===== config.mk =====
export PLATFORM = sky130hd
export DESIGN_NAME = irc_top
export DESIGN_NICKNAME = d
export VERILOG_FILES = /design/src/irc_pkg.sv /design/src/irc_top.sv
export SDC_FILE = /design/constraint.sdc
export NUM_CORES = 1
export LEC_CHECK = 0
export ABC_AREA = 0
export CAP_MARGIN = 20
export CORE_MARGIN = 4
export CORE_UTILIZATION = 45
export DETAILED_ROUTE_END_ITERATION = 12
export DONT_BUFFER_PORTS = 1
export PLACE_DENSITY = 0.69
export SETUP_SLACK_MARGIN = 0.02
export SKIP_LAST_GASP = 1
export SYNTH_ARGS = -nofsm -noshare
export SYNTH_HDL_FRONTEND = slang
export SYNTH_SLANG_ARGS = --single-unit

===== constraint.sdc =====
create_clock -name clk -period 3.01 [get_ports clk]
set_clock_uncertainty 0.15 [all_clocks]
set_input_delay 0.4515 -clock clk [delete_from_list [all_inputs] [get_ports clk]]
set_output_delay 0.4515 -clock clk [all_outputs]
set_load 0.02 [all_outputs]

===== src/irc_pkg.sv =====
// Package: register map, field positions and reset values of the interrupt block
// How it works
// An enabled pending request raises the core interrupt request so the main program is suspended.
// Requests come from two external pins and from timers, low voltage, data memory, serial, port and time bases.
// Pin 0 edge field in bits 1..0: 00 off, 01 rising, 10 falling, 11 both.
// Pin 1 edge field in bits 3..2 uses the same coding, 11 selecting both edges.
// Edge register bits 7..4 read zero and both edge fields reset to zero.
// Hardware sets a source flag on its event; software sets the enables.
// Three primary control registers hold the enables and flags of the primary sources.
// Three grouped sources each have their own register plus a group enable and flag.
// Every source has one enable and one flag; the global control has only an enable.
// A separate register selects the external pin trigger edges.
// The pin 0 request flag sits in bit 4 of primary control 0, one meaning pending.
// A request reaches the core only with its enable and the global enable, and group enable.
// Pin levels are synchronised before edge detection; each selected edge sets the flag once.
package irc_pkg;
  // ----------------------------------------
  // Register byte addresses
  // ----------------------------------------
  localparam logic [7:0] ADDR_EDGE_SEL = 8'h00;
  localparam logic [7:0] ADDR_CTRL0    = 8'h04;
  localparam logic [7:0] ADDR_CTRL1    = 8'h08;
  localparam logic [7:0] ADDR_CTRL2    = 8'h0c;
  localparam logic [7:0] ADDR_GROUP0   = 8'h10;
  localparam logic [7:0] ADDR_GROUP1   = 8'h14;
  localparam logic [7:0] ADDR_GROUP2   = 8'h18;
  localparam logic [7:0] ADDR_STATUS   = 8'h1c;
  localparam logic [7:0] ADDR_CLEAR    = 8'h20;
  localparam logic [7:0] ADDR_ENABLE   = 8'h24;

  // ----------------------------------------
  // Reset values and masks
  // ----------------------------------------
  localparam logic [7:0] RST_REG       = 8'h00;
  localparam logic [7:0] MASK_EDGE_SEL = 8'h0f;
  localparam logic [7:0] MASK_CTRL0    = 8'h7f;
  localparam logic [7:0] MASK_CTRL2    = 8'h33;
  localparam logic [7:0] MASK_HALF     = 8'h33;
  localparam logic [7:0] MASK_FULL     = 8'hff;

  // ----------------------------------------
  // Field positions
  // ----------------------------------------
  localparam int POS_PIN0_SEL   = 0;
  localparam int POS_PIN1_SEL   = 2;
  localparam int POS_GLOBAL_EN  = 0;
  localparam int POS_PIN0_EN    = 1;
  localparam int POS_TB0_EN     = 3;
  localparam int POS_PIN0_FLAG  = 4;
  localparam int POS_TB0_FLAG   = 6;
  localparam int POS_TB1_EN     = 0;
  localparam int POS_GRP_EN     = 1;
  localparam int POS_TB1_FLAG   = 4;
  localparam int POS_GRP_FLAG   = 5;
  localparam int FLAG_OFS       = 4;

  // Event status bits of the summary register
  localparam int EVT_W          = 4;
  localparam int EVT_PIN0       = 0;
  localparam int EVT_PIN1       = 1;
  localparam int EVT_CORE_REQ   = 2;
  localparam int EVT_GROUP      = 3;

  localparam logic [1:0] EDGE_OFF  = 2'h0;
  localparam logic [1:0] EDGE_RISE = 2'h1;
  localparam logic [1:0] EDGE_FALL = 2'h2;
  localparam logic [1:0] EDGE_BOTH = 2'h3;
endpackage


===== src/irc_top.sv =====
// Interrupt request control with APB register access
`timescale 1ns/1ns
module irc_top
  import irc_pkg::*;
#(
  parameter bit FULL_VARIANT = 1'b1
) (
  input  wire logic        clk,
  input  wire logic        rstn,
  input  wire logic        psel,
  input  wire logic        penable,
  input  wire logic        pwrite,
  input  wire logic [7:0]  paddr,
  input  wire logic [31:0] pwdata,
  output logic             pready,
  output logic [31:0]      prdata,
  output logic             pslverr,
  input  wire logic [1:0]  ext_pin,
  input  wire logic [1:0]  time_base_evt,
  input  wire logic        serial_iface_evt,
  input  wire logic        serial_port_evt,
  input  wire logic [1:0]  compact_timer_evt,
  input  wire logic [1:0]  std_timer_evt,
  input  wire logic [3:0]  periodic_timer_evt,
  input  wire logic        low_voltage_evt,
  input  wire logic        nvm_data_evt,
  output logic             core_irq_req,
  output logic             irq
);
  // ----------------------------------------
  // Registers
  // ----------------------------------------
  logic [7:0]       edge_sel;
  logic [7:0]       ctrl0;
  logic [7:0]       ctrl1;
  logic [7:0]       ctrl2;
  logic [7:0]       group0;
  logic [7:0]       group1;
  logic [7:0]       group2;
  logic [EVT_W-1:0] evt_status;
  logic [EVT_W-1:0] evt_enable;

  // ----------------------------------------
  // Bus decode
  // ----------------------------------------
  logic       wr_en;
  logic       rd_en;
  logic       addr_ok;
  logic [7:0] wbyte;
  assign wr_en = psel & penable & pwrite;
  assign rd_en = psel & penable & ~pwrite;
  assign wbyte = pwdata[7:0];
  always_comb begin
    case (paddr)
      ADDR_EDGE_SEL,
      ADDR_CTRL0,
      ADDR_CTRL1,
      ADDR_CTRL2,
      ADDR_GROUP0,
      ADDR_GROUP1,
      ADDR_GROUP2,
      ADDR_STATUS,
      ADDR_CLEAR,
      ADDR_ENABLE: addr_ok = 1'b1;
      default:     addr_ok = 1'b0;
    endcase
  end

  // Variant masks: the small variant lacks serial port and upper timers
  logic [7:0] mask_ctrl2;
  logic [7:0] mask_grp01;
  assign mask_ctrl2 = FULL_VARIANT ? MASK_CTRL2 : 8'h11;
  assign mask_grp01 = FULL_VARIANT ? MASK_FULL : MASK_HALF;

  // ----------------------------------------
  // Pin synchronisers and edge detect
  // ----------------------------------------
  logic [1:0] pin_meta;
  logic [1:0] pin_sync;
  logic [1:0] pin_prev;
  logic [1:0] pin_edge;
  always_ff @(posedge clk) begin
    if (!rstn) begin
      // Low like idle pins, so no false edge after reset
      pin_meta <= 2'h0;
      pin_sync <= 2'h0;
      pin_prev <= 2'h0;
    end else begin
      pin_meta <= ext_pin;
      pin_sync <= pin_meta;
      pin_prev <= pin_sync;
    end
  end

  // One detector per pin, coding shared by both fields
  genvar gi;
  generate
    for (gi = 0; gi < 2; gi++) begin : g_pin
      logic [1:0] sel;
      assign sel = edge_sel[POS_PIN0_SEL + 2*gi +: 2]; // see
      always_comb begin
        case (sel)
          EDGE_RISE: pin_edge[gi] = pin_sync[gi] & ~pin_prev[gi];
          EDGE_FALL: pin_edge[gi] = ~pin_sync[gi] & pin_prev[gi];
          EDGE_BOTH: pin_edge[gi] = pin_sync[gi] ^ pin_prev[gi];
          default:   pin_edge[gi] = 1'b0;
        endcase
      end
    end
  endgenerate

  // ----------------------------------------
  // Edge select register
  // ----------------------------------------
  always_ff @(posedge clk) begin
    if (!rstn) begin
      edge_sel <= RST_REG;
    end else if (wr_en && paddr == ADDR_EDGE_SEL) begin
      // Upper bits are not stored, so they read zero
      edge_sel <= wbyte & MASK_EDGE_SEL; // see
    end
  end

  // ----------------------------------------
  // Flag set logic: set wins over software write
  // ----------------------------------------
  logic [7:0] set0;
  logic [7:0] set1;
  logic [7:0] set2;
  logic [7:0] gset0;
  logic [7:0] gset1;
  logic [7:0] gset2;
  logic [2:0] grp_pend;
  // Each vector lines up with its register: flags in 7:4, enables zero
  assign set0 = {
    1'b0,
    time_base_evt[0],
    pin_edge[1],
    pin_edge[0],
    4'h0
  };
  assign gset0 = {
    std_timer_evt[1],
    std_timer_evt[0],
    compact_timer_evt[1],
    compact_timer_evt[0],
    4'h0
  };
  assign gset1 = {
    periodic_timer_evt[3],
    periodic_timer_evt[2],
    periodic_timer_evt[1],
    periodic_timer_evt[0],
    4'h0
  };
  assign gset2 = {
    2'h0,
    nvm_data_evt,
    low_voltage_evt,
    4'h0
  };
  assign set2 = {
    2'h0,
    serial_port_evt,
    serial_iface_evt,
    4'h0
  };
  // Group pending: any enabled member flag
  assign grp_pend[0] = |(group0[7:4] & group0[3:0]);
  assign grp_pend[1] = |(group1[7:4] & group1[3:0]);
  assign grp_pend[2] = |(group2[7:4] & group2[3:0]);
  // Group flag is a level copy: it returns while a member stays pending
  assign set1 = {
    grp_pend[2],
    grp_pend[1],
    grp_pend[0],
    time_base_evt[1],
    4'h0
  };

  always_ff @(posedge clk) begin
    if (!rstn) begin
      ctrl0 <= RST_REG;
    end else if (wr_en && paddr == ADDR_CTRL0) begin
      // A written zero clears; a same-cycle event still sets
      ctrl0 <= (wbyte | set0) & MASK_CTRL0; // see
    end else begin
      ctrl0 <= ctrl0 | set0;
    end
  end

  always_ff @(posedge clk) begin
    if (!rstn) begin
      ctrl1 <= RST_REG;
    end else if (wr_en && paddr == ADDR_CTRL1) begin
      ctrl1 <= wbyte | set1;
    end else begin
      ctrl1 <= ctrl1 | set1;
    end
  end

  always_ff @(posedge clk) begin
    if (!rstn) begin
      ctrl2 <= RST_REG;
    end else if (wr_en && paddr == ADDR_CTRL2) begin
      ctrl2 <= (wbyte | set2) & mask_ctrl2;
    end else begin
      ctrl2 <= (ctrl2 | set2) & mask_ctrl2;
    end
  end

  always_ff @(posedge clk) begin
    if (!rstn) begin
      group0 <= RST_REG;
    end else if (wr_en && paddr == ADDR_GROUP0) begin
      group0 <= (wbyte | gset0) & mask_grp01;
    end else begin
      group0 <= (group0 | gset0) & mask_grp01;
    end
  end

  always_ff @(posedge clk) begin
    if (!rstn) begin
      group1 <= RST_REG;
    end else if (wr_en && paddr == ADDR_GROUP1) begin
      group1 <= (wbyte | gset1) & mask_grp01;
    end else begin
      group1 <= (group1 | gset1) & mask_grp01;
    end
  end

  always_ff @(posedge clk) begin
    if (!rstn) begin
      group2 <= RST_REG;
    end else if (wr_en && paddr == ADDR_GROUP2) begin
      group2 <= (wbyte | gset2) & MASK_HALF;
    end else begin
      group2 <= (group2 | gset2) & MASK_HALF;
    end
  end

  // ----------------------------------------
  // Request to the core
  // ----------------------------------------
  logic next_core_req;
  logic primary_pend;
  logic ctrl0_pend;
  logic ctrl1_pend;
  logic ctrl2_pend;
  // Per-register pending, then gated by the global enable
  assign ctrl0_pend   = |(ctrl0[6:4] & ctrl0[3:1]);
  assign ctrl1_pend   = |(ctrl1[7:4] & ctrl1[3:0]);
  assign ctrl2_pend   = |(ctrl2[7:4] & ctrl2[3:0]);
  assign primary_pend = ctrl0_pend | ctrl1_pend | ctrl2_pend;
  assign next_core_req = ctrl0[POS_GLOBAL_EN] & primary_pend;

  always_ff @(posedge clk) begin
    if (!rstn) begin
      core_irq_req <= 1'b0;
    end else begin
      core_irq_req <= next_core_req;
    end
  end

  // ----------------------------------------
  // Summary event status, clear and enable
  // ----------------------------------------
  logic [EVT_W-1:0] evt_set;
  // Core request bit marks the rise only, not the level
  assign evt_set = {
    |grp_pend,
    next_core_req & ~core_irq_req,
    pin_edge
  };

  always_ff @(posedge clk) begin
    if (!rstn) begin
      evt_status <= '0;
    end else if (wr_en && paddr == ADDR_CLEAR) begin
      // New events win over a simultaneous clear
      evt_status <= (evt_status & ~pwdata[EVT_W-1:0]) | evt_set;
    end else begin
      evt_status <= evt_status | evt_set;
    end
  end

  always_ff @(posedge clk) begin
    if (!rstn) begin
      evt_enable <= '0;
    end else if (wr_en && paddr == ADDR_ENABLE) begin
      // Enable only masks the pin, status still records
      evt_enable <= pwdata[EVT_W-1:0];
    end
  end

  always_ff @(posedge clk) begin
    if (!rstn) begin
      irq <= 1'b0;
    end else begin
      // Registered level, held until the status bit is cleared or its enable bit is written to zero
      irq <= |(evt_status & evt_enable);
    end
  end

  // ----------------------------------------
  // APB answer
  // ----------------------------------------
  logic [7:0] rd_byte;
  always_comb begin
    case (paddr)
      ADDR_EDGE_SEL: rd_byte = edge_sel;
      ADDR_CTRL0:    rd_byte = ctrl0;
      ADDR_CTRL1:    rd_byte = ctrl1;
      ADDR_CTRL2:    rd_byte = ctrl2;
      ADDR_GROUP0:   rd_byte = group0;
      ADDR_GROUP1:   rd_byte = group1;
      ADDR_GROUP2:   rd_byte = group2;
      ADDR_STATUS:   rd_byte = {4'h0, evt_status};
      ADDR_ENABLE:   rd_byte = {4'h0, evt_enable};
      // Clear register is write-only and reads zero
      default:       rd_byte = 8'h00;
    endcase
  end

  // One wait state keeps every output registered
  always_ff @(posedge clk) begin
    if (!rstn) begin
      pready  <= 1'b0;
      prdata  <= 32'h0000_0000;
      pslverr <= 1'b0;
    end else if (psel && penable && !pready) begin
      pready  <= 1'b1;
      prdata  <= {24'h00_0000, rd_byte};
      // Unmapped offsets answer with an error, writes ignored
      pslverr <= ~addr_ok;
    end else begin
      pready  <= 1'b0;
      prdata  <= 32'h0000_0000;
      pslverr <= 1'b0;
    end
  end
endmodule


# Word level (Yosys, flattened, before mapping)
# Cells that the tools add are included.
# op_classes
eq_ne	15
n_mux	12
bitwise_logic	42
n_reduce_logical	24
# ops
cell	count
$pmux 8 s9	1
$or 8x8->8	6
$eq 8x5->1 const B	4
$mux 8	3
$or 6x6->6	4
$reduce_or 4->1	6
$and 4x4->4	5
$eq 8x4->1 const B	2
$eq 8x6->1 const B	2
$mux 6	2
$reduce_or 12->1	1
$logic_and 1x1->1	11
$reduce_or 10->1	1
$and 1x1->1	8
$and 2x4->4	2
$eq 2x2->1 const B	4
$eq 8x3->1 const B	1
$logic_not 8->1	1
$or 4x4->4	2
$or 8x7->8	1
$mux 7	1
$not 1->1	7
$or 7x7->7	1
$pmux 1 s3	2
other kinds (11)	15
# totals
reg_bits	98
in_bits	61
out_inout_bits	36
wordCells	112

# Logic depth before layout (Yosys ltp)
# Gate-level depths: netlist of the first run.
# logic_depth
word_depth	8
depth_mapped	7

# Least setup slack after synthesis of the first run
# OpenSTA, ideal clock, no wires.
# synth_timing
kind	input port to flip-flop
startpoint	input paddr[2]
endpoint	register group0[4]
setup_time_ps	115
arrival_time_ps	1730
required_time_ps	2745
slack_ps	1016
cell_stages	5
cell_sequence	buf_4 -> nor4_4 -> nand3_2 -> mux2_2 -> o21a_1
# synth_between
elab_chain_len	3
# synth_lines
item	line	text
start: declaration	irc_top.sv:13	input wire logic [7:0] paddr,
$eq 8x5->1	irc_top.sv:215	end else if (wr_en && paddr == ADDR_GROUP0) begin
$logic_and 1x1->1	irc_top.sv:215	
$mux 8	irc_top.sv:215	
end signal: assignment	irc_top.sv:216	group0 <= (wbyte | gset0) & mask_grp01;
end signal: assignment	irc_top.sv:218	group0 <= (group0 | gset0) & mask_grp01;
end: declaration	irc_top.sv:37	logic [7:0] group0;
# Every way passes these cells.
# A chain may end at the register's enable or synchronous reset.

# Worst setup path after layout of the first run
# layout_timing
startpoint	input pwrite
endpoint	register ctrl1[4]
# layout_between
elab_chain_len	3
# layout_lines
item	line	text
start: declaration	irc_top.sv:12	input wire logic pwrite,
$and 1x1->1	irc_top.sv:50	assign wr_en = psel & penable & pwrite;
$logic_and 1x1->1	irc_top.sv:195	end else if (wr_en && paddr == ADDR_CTRL1) begin
$mux 8	irc_top.sv:195	
end signal: assignment	irc_top.sv:196	ctrl1 <= wbyte | set1;
end signal: assignment	irc_top.sv:198	ctrl1 <= ctrl1 | set1;
end: declaration	irc_top.sv:35	logic [7:0] ctrl1;
# Every way passes these cells.

==> results of run 1 <==
[stage by stage]
stage | cells | hold slack, ps | util, % | cell area, sq um
floorplan | 381 | 262 | - | 3670
global placement | 441 | 264 | 45.8 | 3540
detailed placement | 441 | 269 | 45.8 | 3540
CTS | 457 | 47.6 | 48.3 | 3730
global route | 457 | 44.3 | 48.3 | 3730
finish | 457 | 63.7 | 48.3 | 3730
[worst paths after layout]
check	end	slack, ps	depth (start not counted)
worst min register to register	pin_sync[0]	280	1
worst max register to register	evt_status[2]	1390	4
worst min-delay path	prdata[5]	60	1
worst max-delay path	ctrl1[4]	1160	4
[final cells by class]
class                   instances  area [sq um]
fillers                       751          3990
clock buffers                  12           145
flip-flops and latches         69          1380
multi-input cells             265          2010
clock inverters                 4          47.5
well taps                     102           128
inverters                       5          18.8
[critical path: stages]
cell and delay [ps]:
and3_1 460, nand4_2 460, mux2_2 410, o21a_1 160
[state kept, by name, indices dropped and copies added (netlist names), 7 cells and up]
name	count
ctrl1	8
group0	8
group1	8
prdata	8
ctrl0	7
[metal layers]
| layer | GRT usage, % | vias to the layer above | part of all wire [%] |
|---|---|---|---|
| li1 | - | 1236 | - |
| met1 | 23.9 | 1236 | 44 |
| met2 | 27.1 | 127 | 45 |
| met3 | 7.18 | 16 | 9.3 |
| met4 | 6.50 | 0 | 2.3 |
| met5 | 0 | - | 0 |
[layout by cell type (no fill, tap or decap), types with 7 or more instances in the layout]
cell type  instances
mux2i_1           36
mux2_2            20
nor2_1             8
nand3_1            9
o21a_1            19
clkbuf_8          10
a22oi_1            7
a21boi_0           8
dfxtp_1           69
conb_1            24
and2_1             7
a21oi_1            7
nor2b_1           38
nand2_1           11
[cell families (layout without fill, tap and decap cells)]
family                   Yosys count  in the layout  synth area share (%)
AO/OA/AOI/OAI                     75             75                  15.8
adder cells (fa/ha/maj)            4              4                  1.40
buffers and inverters             47             21                  7.78
flip-flops                        69             69                  38.5
multiplexers                      56             56                  16.3
other                              1             24                 0.105
AND/OR/NAND/NOR                  106            106                  20.1
[where the power goes]
group          internal (uW)  total, uW  switching [uW]
logic                   48.0        104            55.8
registers                931        947            16.3
clock network            403        739             336
==> results.json, run 1 <==
{
  "synth_common_cells": "dfxtp_1, nor2b_1, mux2i_1, buf_4, mux2_2",
  "hold_viol": 0,
  "synth_cell_types": 51,
  "grt_start_max_net_pins": 61,
  "status": "finished, final reports clean",
  "p_leak_uw": 0.00154,
  "cp_max_fo": 9,
  "vias": 2615,
  "port_buffers": 0,
  "rsz0062_at_grt": "false",
  "cts_resized": 0,
  "std_cell_rows": 32,
  "grt_pass1_wl_um": 13600,
  "timing.final.ws_setup_ps": 1160,
  "setup_viol": 0,
  "synth_area_leader_cell": "dfxtp_1",
  "drt_iter0_markers": 276,
  "post-route-drc-count": 0,
  "place_ws_ps": 822,
  "startpoint": "pwrite",
  "ant_nets": 0,
  "viasPerCell": 5.72,
  "cp.arrival_ps": 1940,
  "ys.flop_type": "dfxtp_1",
  "wirelength_um": 8550,
  "htreeDepth": 3,
  "die_y_um": 97.3,
  "finalPower_uw": 1790,
  "peakVddDrop_uv": 276,
  "cts_sinks": 69,
  "tns_ps": 0,
  "start_kind": "input pin",
  "power_per_cell_area_nw_per_um2": 479,
  "cts_hold_buf": 0,
  "reg2reg_from": "ctrl1[6]",
  "diodes": 0,
  "drive_above_1_share_pct": 12.7,
  "io_pins": 97,
  "synth_top_cells_by_area": "dfxtp_1, mux2i_1, nor2b_1, mux2_2, buf_4",
  "endpoint_kind": "register",
  "synth_top_area_share_pct": 38.5,
  "die_area_sq_um": 9460,
  "antenna_found_initial": 0,
  "grt_pass1_vias": 2499,
  "tightest_slew_ps": 787,
  "cts-root-buf": "clkbuf_8",
  "dr.pass1.iters": 5,
  "maxCapViolations": 0,
  "period_needed_ps": 1850,
  "worstSetupPathType": "input pin to register",
  "hp-class": "input pin to register",
  "gp_congestion": 0.904,
  "yosys_warnings": 0,
  "yosysSeqAreaShare_pct": 38.5,
  "min_from": "paddr[4]",
  "cts_tree": "built",
  "max-slew-margin-rel_pct": 46.8,
  "nets": 415,
  "wl_per_cell_um": 18.7,
  "area_delta_synth_final_pct": 4.08,
  "synth_cells": 358,
  "syn_avg_cell_area_sq_um": 10.0,
  "async_reset_ff_share_pct": 0,
  "synth_seq_cells": 69,
  "post-dp-hpwl_um": 6250,
  "synth-edff-count": 0,
  "clock_path_buffers": 2,
  "numCtsBuffers": 9,
  "grtUsageTotal_pct": 18.2,
  "grt-ovfl-total": 0,
  "critPathRequiredTime_ps": 3100,
  "post_cts_buffers": 0,
  "yosysMostFrequentCell": "dfxtp_1",
  "clk_pin_slew_worst_paths_ps": 60,
  "core_area_sq_um": 7730,
  "synth_area_sq_um": 3590,
  "slew_viol_final": 0,
  "insertion_delay_ps": 350,
  "dieWidth_um": 97.3,
  "initial_core_util_pct": 46.4,
  "fmax_ghz": 0.540,
  "post-route-period-util_pct": 61.5
}
No activity file was read; power rests on OpenSTA's default activity.
==> inputs of run 2 (changes only) <==
Clock period 3.01 ns to 1.75 ns, I/O delays scaled along.
==> run 2 against run 1 <==
  * Critical path depth up 1
  * Global-route usage rose by 1.8 points
  * Worst hold slack got worse by 56 ps
  * Worst setup slack worse by 1000 ps
  * Utilization rose by 7.6 points
  * Non-clock buffer count rose by 52
  * Sequential power up 72%
  * Cell count increased by 11%
  * Wire length grew 11%
  * Critical path type unchanged
==> results.json, run 2 (same netlist as run 1, synthesis figures left out) <==
{
  "grt-busiest-layer": "met2",
  "wirelength_um": 9450,
  "die_y_um": 97.3,
  "dr.pass1.iters": 5,
  "layout_common_cells": "dfxtp_1, nor2b_1, mux2i_1, dlygate4sd3_1, conb_1",
  "endpoint_kind": "register",
  "drt_iter0_markers": 269,
  "clk_pin_slew_worst_paths_ps": 80,
  "grtUsageTotal_pct": 20.0,
  "pwr-share-comb_pct": 8.5,
  "cts-root-buf": "clkbuf_8",
  "start_kind": "input pin",
  "cts_sinks": 69,
  "port_buffers": 0,
  "r2r_cells": 4,
  "fin_hold_ws_ps": 8.19,
  "grt_start_max_net_pins": 58,
  "fmax_ghz": 0.616,
  "hp-class": "input pin to register",
  "worstSetupPathType": "input pin to register",
  "drive_above_1_share_pct": 15.7,
  "r2r_setup_slack_ps": 170,
  "cp.arrival_ps": 1720,
  "gp_congestion": 0.902,
  "initial_core_util_pct": 46.4,
  "min_from": "pwdata[4]",
  "final_common_cell": "dfxtp_1",
  "ant_nets": 0,
  "clkPwrFrac_pct": 45.3,
  "hold_viol": 0,
  "internal_power_uw": 2740,
  "min_to": "group1[4]",
  "htreeDepth": 3,
  "tns_ps": 0,
  "numCtsBuffers": 9,
  "io_pins": 97,
  "insertion_delay_ps": 350,
  "status": "finished, final reports clean",
  "crit_chain": "dlygate4sd3_1 > or2_2 > nor2_2 > nand2_1 > a211oi_1",
  "vias": 2893,
  "place_ws_ps": 67.1,
  "area_delta_synth_final_pct": 20.4,
  "clock_path_buffers": 2,
  "std_cell_rows": 32,
  "cp_slowest_cell": "dlygate4sd3_1",
  "antenna_found_initial": 0,
  "hold_depth": 2,
  "timing.final.ws_setup_ps": 128,
  "grt_use_met3_pct": 6.53,
  "wl_per_cell_um": 18.6,
  "peakVddDrop_uv": 610,
  "slowest_delay_ps": 550,
  "post-route-drc-count": 0,
  "maxCapViolations": 0,
  "critPathRequiredTime_ps": 1850,
  "final_util_pct": 55.9,
  "cts_tree": "built",
  "switchingPower_uw": 794,
  "power_per_cell_area_nw_per_um2": 817,
  "die_area_sq_um": 9460,
  "swShare_pct": 22.5,
  "grt-ovfl-total": 0,
  "viasPerCell": 5.68,
  "rsz0062_at_grt": "false",
  "diodes": 0,
  "reg2reg_from": "ctrl1[6]",
  "worst_r2r_endpoint": "evt_status[2]",
  "grt_pass1_wl_um": 15000,
  "grt_pass1_vias": 2776,
  "setup_viol": 0,
  "nets": 467,
  "gr-usage-met2_pct": 30.6,
  "post-route-period-util_pct": 92.7,
  "post-dp-hpwl_um": 6430,
  "cp_max_fo": 7,
  "period_needed_ps": 1620,
  "grt_use_met1_pct": 27.1,
  "dieWidth_um": 97.3,
  "critical_path.top_delay_family": "simple AND/OR/NAND/NOR gates",
  "p_seq_share_pct": 46.2,
  "core_area_sq_um": 7730,
  "p_leak_uw": 0.00181,
  "cp_num_buf_inv": 1,
  "slew_viol_final": 0
}
[run 2: cell count changes in the layout (fill, tap and decap cells not counted), moves of 2 or more]
cell and delta:
dlygate4sd3_1 +36, bufinv_16 +2, buf_12 +3, clkbuf_1 -2, buf_4 +13
[run 2: timing repair]
action	in CTS	in global routing
resized for setup	0	1
hold buffers	35	2
hold endpoints to repair	66	2
buffers inserted	0	0
endpoints found under the setup margin	0	1
[run 2: area by class of cell]
| cell class | instances | area (sq um) |
|---|---|---|
| Clock inverter | 6 | 110 |
| Clock buffer | 10 | 138 |
| Timing Repair Buffer | 52 | 518 |
| Fill cell | 714 | 3410 |
| Multi-Input combinational cell | 265 | 2030 |
| Sequential cell | 69 | 1380 |
| Tap cell | 102 | 128 |
| Inverter | 5 | 18.8 |
[run 2: power by group through the flow]
stage	logic (uW)	registers [uW]	clock network [uW]
after CTS	293	1630	1620
after global routing	324	1630	1700
after detailed placement	192	1670	0
after global placement	188	1660	0
final	301	1630	1600
after floorplan	246	1650	0
[run 2: worst max path at each step]
stage	start	end	slack [ps]	cells past startpoint
final	paddr[1]	prdata[5]	130	5
after global routing	ctrl1[6]	evt_status[2]	20	4
after CTS	paddr[1]	prdata[5]	40	5
after detailed placement	paddr[7]	prdata[4]	70	4
after global placement	paddr[7]	prdata[4]	70	4
after floorplan	paddr[2]	group1[4]	-10	5
[run 2: metrics by stage]
step	total power, uW	instance area, sq um	instances
2_1_floorplan	1900	3690	381
3_3_place_gp	1850	3690	456
3_5_place_dp	1860	3690	456
4_1_cts	3540	4300	507
5_1_grt	3650	4320	509
6_report	3530	4320	509
[run 2: layer usage]
layer	vias up	share of wire, %
li1	1337	-
met3	21	9.1
met2	145	45
met1	1390	44
met4	0	2.0
met5	-	0
==> inputs of run 3 (changes only) <==
==> constraint.sdc (replaced) <==
create_clock -name clk -period 1.6 [get_ports clk]
set_clock_uncertainty 0.15 [all_clocks]
set_input_delay 0.08 -clock clk [delete_from_list [all_inputs] [get_ports clk]]
set_output_delay 0.08 -clock clk [all_outputs]
set_load 0.005 [all_outputs]
==> run 3 against run 2 <==
  * The flow now finishes with violations (negative hold slack)
  * Die area unchanged
  * Cell area decreased by 0.46%
  * Utilization decreased by 0.26 points
  * First-iteration DRC count down 8.2%
  * Critical endpoint is now ctrl1[4]
==> results.json, run 3 (same netlist as run 1, synthesis figures left out) <==
{
  "slew_viol_final": 0,
  "drive_above_1_share_pct": 17.9,
  "initial_core_util_pct": 46.4,
  "cts-root-buf": "clkbuf_8",
  "critPathRequiredTime_ps": 1690,
  "maxCapViolations": 0,
  "antenna_found_initial": 0,
  "endpoint_kind": "register",
  "die_area_sq_um": 9460,
  "p_leak_uw": 0.00181,
  "numPlacedInstances": 460,
  "nets": 474,
  "fin_area_sq_um": 4300,
  "fin_hold_ws_ps": -332,
  "core_area_sq_um": 7730,
  "hp-class": "input pin to register",
  "violations": "negative hold slack",
  "multi_input_area_sq_um": 2040,
  "peakVddDrop_uv": 537,
  "crit_chain": "mux2_4 > o21a_1 > dlygate4sd3_1",
  "r2r_setup_slack_ps": 40,
  "place_area_sq_um": 3690,
  "worst_r2r_endpoint": "ctrl1[4]",
  "cp.arrival_ps": 1650,
  "num-fill-cells": 680,
  "numCtsBuffers": 9,
  "htreeDepth": 3,
  "post-route-period-util_pct": 97.5,
  "post-dp-hpwl_um": 6420,
  "clock_path_buffers": 2,
  "post-route-drc-count": 0,
  "fmax_ghz": 0.641,
  "insertion_delay_ps": 360,
  "viasPerCell": 5.62,
  "grt_pass1_vias": 2772,
  "gp_congestion": 0.919,
  "cts_hold_buf": 40,
  "final_common_cell": "dfxtp_1",
  "wirelength_um": 9350,
  "period_needed_ps": 1560,
  "hold_depth": 1,
  "cts_sinks": 69,
  "reg2reg_from": "ctrl1[4]",
  "dieWidth_um": 97.3,
  "port_buffers": 0,
  "ant_nets": 0,
  "status": "finished with violations",
  "rsz0062_at_grt": "false",
  "vias": 2900,
  "diodes": 0,
  "clk_pin_slew_worst_paths_ps": 70,
  "min_to": "prdata[5]",
  "cp_slowest_cell": "dlygate4sd3_1",
  "cts_tree": "built",
  "wl_per_cell_um": 18.1,
  "final_cells": 516,
  "power_per_cell_area_nw_per_um2": 781,
  "tns_ps": 0,
  "die_y_um": 97.3,
  "min_from": "paddr[4]",
  "drt_iter0_markers": 247,
  "area_delta_synth_final_pct": 19.9,
  "dr.pass1.iters": 5,
  "r2r_cells": 3,
  "slowest_delay_ps": 550,
  "worstSetupPathType": "register to register",
  "cp_max_fo": 3,
  "setup_viol": 0,
  "grtUsageTotal_pct": 20.3,
  "hold_viol": 9,
  "grt_pass1_wl_um": 15100,
  "seqCellArea_sq_um": 1380,
  "grt_start_max_net_pins": 56,
  "start_kind": "register",
  "io_pins": 97,
  "grt-ovfl-total": 0,
  "layout_common_cells": "dfxtp_1, nor2b_1, mux2i_1, dlygate4sd3_1, conb_1",
  "std_cell_rows": 32
}
## run 3: changes by cell type in the layout (fill, tap and decap cells not counted), moves of 2 or more
cell	previous run	this run
and3_1	5	3
clkinv_4	0	2
clkinvlp_4	2	4
bufinv_16	3	0
buf_4	13	21
and3_2	0	2
## run 3: cell type report
cell class,instances,area share (%)
Tap cell,102,2.97
Sequential cell,69,32.2
Multi-Input combinational cell,265,47.4
Timing Repair Buffer,59,13.0
Clock inverter,7,1.22
Clock buffer,9,2.88
Inverter,5,0.436
## run 3: where the power goes
group	internal (uW)	total [uW]	switching, uW	leakage [uW]
clock	562	1280	714	0.0000774
sequential	1750	1780	26.6	0.000562
combinational	174	307	133	0.00117
total	2490	3360	873	0.00181
## run 3: per-stage QoR
stage / hold WS, ps / util (%) / setup WS (ps) / power [uW]
after floorplan: 53.8 / - / -0.386 / 2040
after global placement: 44.1 / 47.8 / 5.91 / 1990
after detailed placement: 44.0 / 47.8 / 8.75 / 1990
after CTS: -337 / 55.6 / 29.0 / 3370
after global routing: -343 / 55.7 / 22.9 / 3490
final: -332 / 55.7 / 40.7 / 3360
## run 3: critical path, delay by kind of cell, from the launching register on
family | cells | cell delay [ps]
multiplexers | 1 | 250
buffers and inverters | 1 | 550
AO/OA/AOI/OAI | 1 | 170
flip-flops | 1 | 330
## run 3: what timing repair did
| action | 4_1_cts | 5_1_grt |
|---|---|---|
| pin swaps | 0 | 2 |
| setup buffers | 0 | 2 |
| setup endpoints to repair | 1 | 10 |
| hold endpoints to repair | 69 | 9 |
| gates resized for setup | 1 | 5 |
## run 3: worst max-delay path by stage
stage | start | end | slack [ps] | depth (start not counted)
CTS | pwrite | ctrl0[0] | 30 | 6
finish | ctrl1[4] | ctrl1[4] | 40 | 3
global placement | ctrl1[6] | evt_status[2] | 6 | 5
global route | group1[0] | evt_status[3] | 20 | 4
detailed placement | ctrl1[6] | evt_status[2] | 9 | 5
floorplan | paddr[2] | group1[4] | -0.4 | 5
## run 3: layer usage
layer  part of all wire, %  global-route usage [%]  wire length, um  vias to the layer above
met4                   2.2                    7.56              210                        0
li1                      -                       -                -                     1360
met1                    44                    27.6             4120                     1391
met3                   8.7                    5.38              810                       21
met2                    45                    31.0             4220                      128
met5                     0                       0                0                        -
